===== src/hdl/lmiu_pkg.sv =====
// package: constants and types for the logical mask instruction unit
`default_nettype none
package lmiu_pkg;
  localparam int HALF_W = 16;
  localparam int WORD_W = 2 * HALF_W;
  localparam int ADDR_W = 16;
  localparam logic [8:0] OP_MASK_AND = 9'h004;
  localparam logic [8:0] OP_MASK_LOAD = 9'h018;
  localparam int CLK_PERIOD_NS = 10;
  localparam int EXEC_TIME_NS = 12000;
  localparam int EXEC_CYCLES = EXEC_TIME_NS / CLK_PERIOD_NS;
  localparam logic [WORD_W-1:0] WORD_RST = 32'h0000_0000;

  typedef struct packed {
    logic [HALF_W-1:0] left;
    logic [HALF_W-1:0] right;
  } lmiu_word_t;

  typedef struct packed {
    logic [8:0] opcode;
    logic [ADDR_W-1:0] addr;
  } lmiu_instr_t;

  typedef enum logic [1:0] {
    ST_IDLE = 2'b00,
    ST_READ = 2'b01,
    ST_EXEC = 2'b10,
    ST_DONE = 2'b11
  } lmiu_state_t;
endpackage
`default_nettype wire


===== src/hdl/lmiu_top.sv =====
// design: logical mask instruction unit (mask-and and mask-load)
//
// Contract
// - every bit independent, no carries
// - logical add is bitwise or
// - logical multiply is bitwise and, unshifted
// - mask-and keeps bits where control word one
// - memory word into A, then multiply into accumulators
// - mask-and opcode, indexed address, twelve microseconds
// - mask-load copies memory word into B
// - mask-load opcode, indexed address, twelve microseconds
// - two sixteen-bit halves processed in parallel
`timescale 1ns/10ps
`default_nettype none
module lmiu_top
  import lmiu_pkg::*;
#(
  parameter int EXEC_CYC = EXEC_CYCLES
) (
  input wire logic CORE_CLK,
  input wire logic SRST,
  input wire logic START,
  input var lmiu_instr_t INSTR,
  input wire logic [ADDR_W-1:0] INDEX,
  input wire logic MEM_ACK,
  input var lmiu_word_t MEM_RDATA,
  input wire logic ACC_LOAD,
  input var lmiu_word_t ACC_IN,
  output logic MEM_REQ,
  output logic [ADDR_W-1:0] MEM_ADDR,
  output logic BUSY,
  output logic DONE,
  output logic ILLEGAL,
  output lmiu_word_t ACC,
  output lmiu_word_t BREG,
  output lmiu_word_t AREG
);

  // ****************************************
  // logical arithmetic
  // ****************************************
  // per-half functions keep each half its own element, no cross-half path
  function automatic lmiu_word_t lmul(input lmiu_word_t a, input lmiu_word_t b);
    lmiu_word_t r;
    r.left = a.left & b.left;
    r.right = a.right & b.right;
    return r;
  endfunction

  function automatic lmiu_word_t ladd(input lmiu_word_t a, input lmiu_word_t b);
    lmiu_word_t r;
    r.left = a.left | b.left;
    r.right = a.right | b.right;
    return r;
  endfunction

  // ****************************************
  // decode
  // ****************************************
  localparam logic [15:0] EXEC_LAST = 16'(EXEC_CYC - 1);

  lmiu_state_t state_q, state_d;
  logic is_and_q, is_and_d;
  logic [15:0] cnt_q, cnt_d;
  logic [ADDR_W-1:0] addr_q, addr_d;
  lmiu_word_t acc_q, acc_d, b_q, b_d, a_q, a_d;
  logic req_q, req_d, done_q, done_d, ill_q, ill_d;

  wire logic op_and = (INSTR.opcode == OP_MASK_AND);
  wire logic op_load = (INSTR.opcode == OP_MASK_LOAD);
  wire logic take = (state_q == ST_IDLE) && START;
  // indexed effective address from the address field of the instruction plus INDEX
  wire logic [ADDR_W-1:0] eff_addr = ADDR_W'(INSTR.addr + INDEX);
  wire logic cnt_end = (cnt_q == EXEC_LAST);
  // plain fetch into A: logical add of the word into a cleared A
  wire lmiu_word_t a_xfer = ladd(WORD_RST, MEM_RDATA);

  // ****************************************
  // sequencer
  // ****************************************
  always_comb begin
    state_d = state_q;
    is_and_d = is_and_q;
    // counts only in exec, so a slow fetch can never run it past its end value
    cnt_d = (state_q == ST_EXEC) ? 16'(cnt_q + 16'h0001) : 16'h0000;
    addr_d = addr_q;
    acc_d = acc_q;
    b_d = b_q;
    a_d = a_q;
    req_d = 1'b0;
    done_d = 1'b0;
    ill_d = 1'b0;
    case (state_q)
      ST_IDLE: begin
        if (ACC_LOAD) begin
          acc_d = ACC_IN;
        end
        if (take && (op_and || op_load)) begin
          is_and_d = op_and;
          addr_d = eff_addr;
          req_d = 1'b1;
          state_d = ST_READ;
        end else if (take) begin
          ill_d = 1'b1;
        end
      end
      ST_READ: begin
        req_d = ~MEM_ACK;
        if (MEM_ACK) begin
          // read only: memory is never written back
          if (is_and_q) begin
            a_d = a_xfer;
          end else begin
            b_d = MEM_RDATA;
          end
          state_d = ST_EXEC;
        end
      end
      ST_EXEC: begin
        if (cnt_end) begin
          if (is_and_q) begin
            acc_d = lmul(acc_q, a_q);
          end
          done_d = 1'b1;
          state_d = ST_DONE;
        end
      end
      ST_DONE: begin
        state_d = ST_IDLE;
      end
      default: begin
        state_d = ST_IDLE;
      end
    endcase
  end

  always_ff @(posedge CORE_CLK) begin
    if (SRST) begin
      state_q <= ST_IDLE;
      is_and_q <= 1'b0;
      cnt_q <= 16'h0000;
      addr_q <= '0;
      acc_q <= WORD_RST;
      b_q <= WORD_RST;
      a_q <= WORD_RST;
      req_q <= 1'b0;
      done_q <= 1'b0;
      ill_q <= 1'b0;
    end else begin
      state_q <= state_d;
      is_and_q <= is_and_d;
      cnt_q <= cnt_d;
      addr_q <= addr_d;
      acc_q <= acc_d;
      b_q <= b_d;
      a_q <= a_d;
      req_q <= req_d;
      done_q <= done_d;
      ill_q <= ill_d;
    end
  end

  logic busy_q;
  always_ff @(posedge CORE_CLK) begin
    if (SRST) begin
      busy_q <= 1'b0;
    end else begin
      busy_q <= (state_d != ST_IDLE) && (state_d != ST_DONE);
    end
  end

  assign MEM_REQ = req_q;
  assign MEM_ADDR = addr_q;
  assign BUSY = busy_q;
  assign DONE = done_q;
  assign ILLEGAL = ill_q;
  assign ACC = acc_q;
  assign BREG = b_q;
  assign AREG = a_q;

  // ****************************************
  // checks
  // ****************************************
  // a second, independent count of exec cycles for the timing checks
  logic [15:0] chk_exec_q;
  always_ff @(posedge CORE_CLK) begin
    if (SRST || state_q != ST_EXEC) begin
      chk_exec_q <= 16'h0000;
    end else begin
      chk_exec_q <= 16'(chk_exec_q + 16'h0001);
    end
  end

  a_and_result: assert property (@(posedge CORE_CLK) disable iff (SRST)
    (state_q == ST_EXEC && cnt_end && is_and_q) |=> (acc_q == ($past(acc_q) & $past(a_q))))
    else $error("mask-and result wrong");
  a_load_b: assert property (@(posedge CORE_CLK) disable iff (SRST)
    (state_q == ST_READ && MEM_ACK && !is_and_q) |=> (b_q == $past(MEM_RDATA)))
    else $error("mask-load did not copy word");
  a_and_keeps_b: assert property (@(posedge CORE_CLK) disable iff (SRST)
    (state_q != ST_IDLE && is_and_q) |=> $stable(b_q))
    else $error("mask-and changed B");
  a_load_keeps_acc: assert property (@(posedge CORE_CLK) disable iff (SRST)
    (state_q != ST_IDLE && !is_and_q) |=> $stable(acc_q))
    else $error("mask-load changed accumulator");
  a_a_fetch: assert property (@(posedge CORE_CLK) disable iff (SRST)
    (state_q == ST_READ && MEM_ACK && is_and_q) |=> (a_q == $past(MEM_RDATA)))
    else $error("control word not in A");
  a_exec_time: assert property (@(posedge CORE_CLK) disable iff (SRST)
    (state_q == ST_EXEC && chk_exec_q == EXEC_LAST) |=> (DONE && state_q == ST_DONE))
    else $error("execution did not end at its fixed length");
  a_exec_early: assert property (@(posedge CORE_CLK) disable iff (SRST)
    (state_q == ST_EXEC && chk_exec_q != EXEC_LAST) |=> (state_q == ST_EXEC && !DONE))
    else $error("execution ended early");
  a_done_count: assert property (@(posedge CORE_CLK) disable iff (SRST)
    $rose(DONE) |-> ($past(cnt_q) == EXEC_LAST))
    else $error("done at wrong count");
  a_addr_index: assert property (@(posedge CORE_CLK) disable iff (SRST)
    (take && (op_and || op_load)) |=> (MEM_ADDR == $past(eff_addr)) && MEM_REQ)
    else $error("indexed address wrong");
  a_half_indep: assert property (@(posedge CORE_CLK) disable iff (SRST)
    (state_q == ST_EXEC && cnt_end && is_and_q) |=>
      (acc_q.left == ($past(acc_q.left) & $past(a_q.left))))
    else $error("left half not independent");
  a_right_indep: assert property (@(posedge CORE_CLK) disable iff (SRST)
    (state_q == ST_EXEC && cnt_end && is_and_q) |=>
      (acc_q.right == ($past(acc_q.right) & $past(a_q.right))))
    else $error("right half not independent");
  a_done_pulse: assert property (@(posedge CORE_CLK) disable iff (SRST)
    DONE |=> !DONE)
    else $error("done held longer than one cycle");
  a_illegal_quiet: assert property (@(posedge CORE_CLK) disable iff (SRST)
    (take && !op_and && !op_load) |=> (ILLEGAL && !BUSY && !MEM_REQ))
    else $error("unknown opcode started a fetch");
  a_req_drop: assert property (@(posedge CORE_CLK) disable iff (SRST)
    (state_q == ST_READ && MEM_ACK) |=> !MEM_REQ)
    else $error("memory request held after answer");

endmodule
`default_nettype wire


===== config.mk =====
export PLATFORM = sky130hd
export DESIGN_NAME = lmiu_top
export DESIGN_NICKNAME = d
export VERILOG_FILES = /design/src/hdl/lmiu_pkg.sv /design/src/hdl/lmiu_top.sv
export SDC_FILE = /design/constraint.sdc
export NUM_CORES = 1
export LEC_CHECK = 0
export BUFFER_PORTS_ARGS = -buffer_cell sky130_fd_sc_hd__buf_2
export CAP_MARGIN = 10
export CORE_MARGIN = 2
export CORE_UTILIZATION = 53
export CTS_CLUSTER_SIZE = 28
export DETAILED_ROUTE_END_ITERATION = 10
export PLACE_DENSITY_LB_ADDON = 0.3
export SLEW_MARGIN = 30
export SYNTH_ARGS = -nofsm -noshare
export SYNTH_HDL_FRONTEND = slang
export SYNTH_SLANG_ARGS = --single-unit

===== constraint.sdc =====
create_clock -name CORE_CLK -period 4 [get_ports CORE_CLK]
set_clock_uncertainty 0.2 [all_clocks]
set_input_delay 0.2 -clock CORE_CLK [delete_from_list [all_inputs] [get_ports CORE_CLK]]
set_output_delay 0.2 -clock CORE_CLK [all_outputs]
set_load 0.005 [all_outputs]

==> metrics.yaml <==
critPathMaxFanout: 3
max_cap_viol_count: 0
powerDensity_nw_per_um2: 397
ff2ff_path_depth: 5
min_path_type: "in -> reg"
syn-num-nets: 837
grt_pass1_wl_um: 29400
worst_setup_path_end_kind: "flop"
critical_path.slowest_cell: "dlygate4sd3_1"
overflow: 0
synth-seq-cells: 135
avgRoutedWirePerCell_um: 16.4
area_delta_synth_final_pct: 44.8
cts_root_buffer: "clkbuf_8"
design_area_sq_um: 8360
wirelength_um: 18800
antenna_left: 0
yosysWarnings: 0
layout-drive-gt1-share: 0.271
ios: 226
ys_dominant_reg_cell: "dfxtp_1"
cp_num_buf_inv: 5
yosysMostFrequentCell: "nand2_1"
outcome: "completed"
firstDrtPassIters: 6
setup_violations: 0
maxSlewViolCount: 0
dpl_worst_slack_ns: 1.24
synth_common_cells: "190 x nand2_1, 135 x dfxtp_1, 91 x a21oi_1"
row_count: 38
seq_area_frac_synth: 0.468
drt_iter0_markers: 497
p_switching_uw: 770
pwr-share-clk: 0.486
start_util: 0.537
hold_buffers: 77
synth_top_area_cell: "dfxtp_1"
critPathRequiredTime_ns: 4.19
period_minus_slack_ns: 3.00
hold_start: "INDEX[13]"
p_int_uw: 2550
cts_setup_buffers: 0
grt_max_degree: 87
finalNetCount: 1121
grt.total_usage: 0.316
sw_frac_of_total: 0.232
r2r_start: "state_q[0]$_SDFF_PP0_"
worstSkewPairLatency_ns: 0.51
cts_max_path_buffers: 2
antenna_found_initial: 0
die_area_sq_um: 11700
power.leakage_uw: 0.00362
cts_buffers: 17
peakVddDrop_uv: 263
drc: 0
synth_area_leaders: "dfxtp_1 47%, nand2_1 12%, a21oi_1 7.9%, a32o_1 5.6%, nand3_1 4.5%"
dieWidth_um: 108
reg2reg_slack_ns: 1.24
holdPathEnd: "MEM_ADDR[14]$_SDFFE_PP0P_"
maxSlewHeadroom: 0.389
syn_inst: 710
dpl.hpwl_um: 11800
htree_levels: 4
hold_depth: 5
finalHoldViolCount: 0
crit_path_max_incr_delay_ns: 0.59
cts_tree: "done"
crit_arrival_ns: 3.20
async_reset_ff_frac: 0
fillers: 786
crit_family: "buffers and inverters"
worst_slew_pin_slew_ns: 0.917
critPathKind: "in -> reg"
coreArea_sq_um: 10700
p_comb_frac: 0.099
post_cts_resize_count: 0
finalCritPeriodShare: 0.751
crit_top_cell: "dlygate4sd3_1"
rr_endpoint: "MEM_ADDR[14]$_SDFFE_PP0P_"
worstPathCellList: "dlygate4sd3_1 -> buf_2 -> or4_4 -> dlygate4sd3_1 -> nor3_1 -> dlygate4sd3_1 -> nor3_1 -> dlygate4sd3_1"
ys_types: 52
dieHeight_um: 108
vias_per_cell: 5.63
avgSynthCellArea_sq_um: 8.13
routed-via-count: 6456
synth_area_sq_um: 5770
cp-start-kind: "primary input"
setup_slack_ns: 0.998
rsz0062_at_grt: "no"
fmax_ghz: 0.333
place_area_sq_um: 6980
clk_pin_slew_ns: 0.06
synth_edf_count: 0
gp_congestion: 0.898
seqPwrFrac: 0.415
tns_ns: 0
numPortBuffers: 225
clock_sink_count: 135
grt_pass1_vias: 5999
yosysTopAreaCellShare: 0.468
[power by group through the flow]
stage / logic [uW] / registers, uW / clock network (uW)
global route: 358 / 1380 / 1690
floorplan: 137 / 1410 / 0
global placement: 255 / 1400 / 0
detailed placement: 256 / 1400 / 0
CTS: 317 / 1380 / 1620
finish: 329 / 1380 / 1610
[worst max-delay path by stage]
stage	from	end	cells past startpoint
finish	INSTR[24]	ILLEGAL$_SDFF_PP0_	8
global route	INSTR[24]	ILLEGAL$_SDFF_PP0_	8
CTS	INSTR[24]	ILLEGAL$_SDFF_PP0_	8
detailed placement	INSTR[21]	MEM_ADDR[14]$_SDFFE_PP0P_	6
global placement	INSTR[21]	MEM_ADDR[14]$_SDFFE_PP0P_	6
floorplan	INSTR[0]	MEM_ADDR[14]$_SDFFE_PP0P_	7
[cells by family after synthesis]
group / Yosys count / share of synthesized area
AO/OA/AOI/OAI: 169 / 0.190
flip-flops: 135 / 0.468
AND/OR/NAND/NOR: 321 / 0.244
buffers and inverters: 50 / 0.0325
adder cells (fa/ha/maj): 17 / 0.0382
XOR/XNOR: 18 / 0.0273
[metrics by stage]
step	util	power, uW	instances	hold slack (ns)
global placement	0.650	1660	1038	0.210
CTS	0.778	3310	1145	0.0103
detailed placement	0.650	1660	1038	0.215
finish	0.778	3320	1146	0.0227
floorplan	-	1540	710	0.126
global route	0.778	3420	1145	0.0635
[layer usage]
metal,global-route usage,share of wire
met5,0,0
met4,0.144,0.033
met3,0.0778,0.082
met2,0.527,0.49
met1,0.385,0.40
[worst min-delay path, cell delays in order]
cell,delay [ns]
buf_2,0.08
ha_1,0.15
a21o_1,0.11
o21ai_0,0.09
nand3_1,0.07
[cell type report]
class	count	area (sq um)	share of cell area
sequential	135	2700	0.323
tap	140	175	0.0210
multi-input combinational	525	2900	0.347
inverter	5	18.8	0.00225
clock inverter	13	190	0.0228
antenna	1	2.50	0.000299
clock buffer	17	414	0.0496
timing repair buffer	310	1960	0.234
[sequential cells by signal, summed over array words and instances (netlist names)]
register  flops
ACC          32
ILLEGAL       1
MEM_ADDR     16
DONE          1
BUSY          1
is_and_q      1
cnt_q        16
state_q       2
AREG         32
MEM_REQ       1
BREG         32
[placed cells by master, fill, tap and decap left out, types with 4 or more instances in the layout]
cell type      synthesis  final
ha_1                  16     16
dfxtp_1              135    135
buf_4                  0      8
xor2_1                12     12
a32o_1                32     32
o21ai_0               17     17
buf_2                  0    225
nor2_1                30     28
a21o_1                 5      5
nand3_1               52     52
inv_6                  0      6
or3_1                  5      5
nand4_1                5      5
clkbuf_16              0     16
a21oi_1               91     91
bufinv_16              0      4
nand2_1              190    190
nor3_1                11     11
dlygate4sd3_1          0     77
xnor2_1                6      6
and3_1                 5      5
No activity file was read; power rests on OpenSTA's default activity.
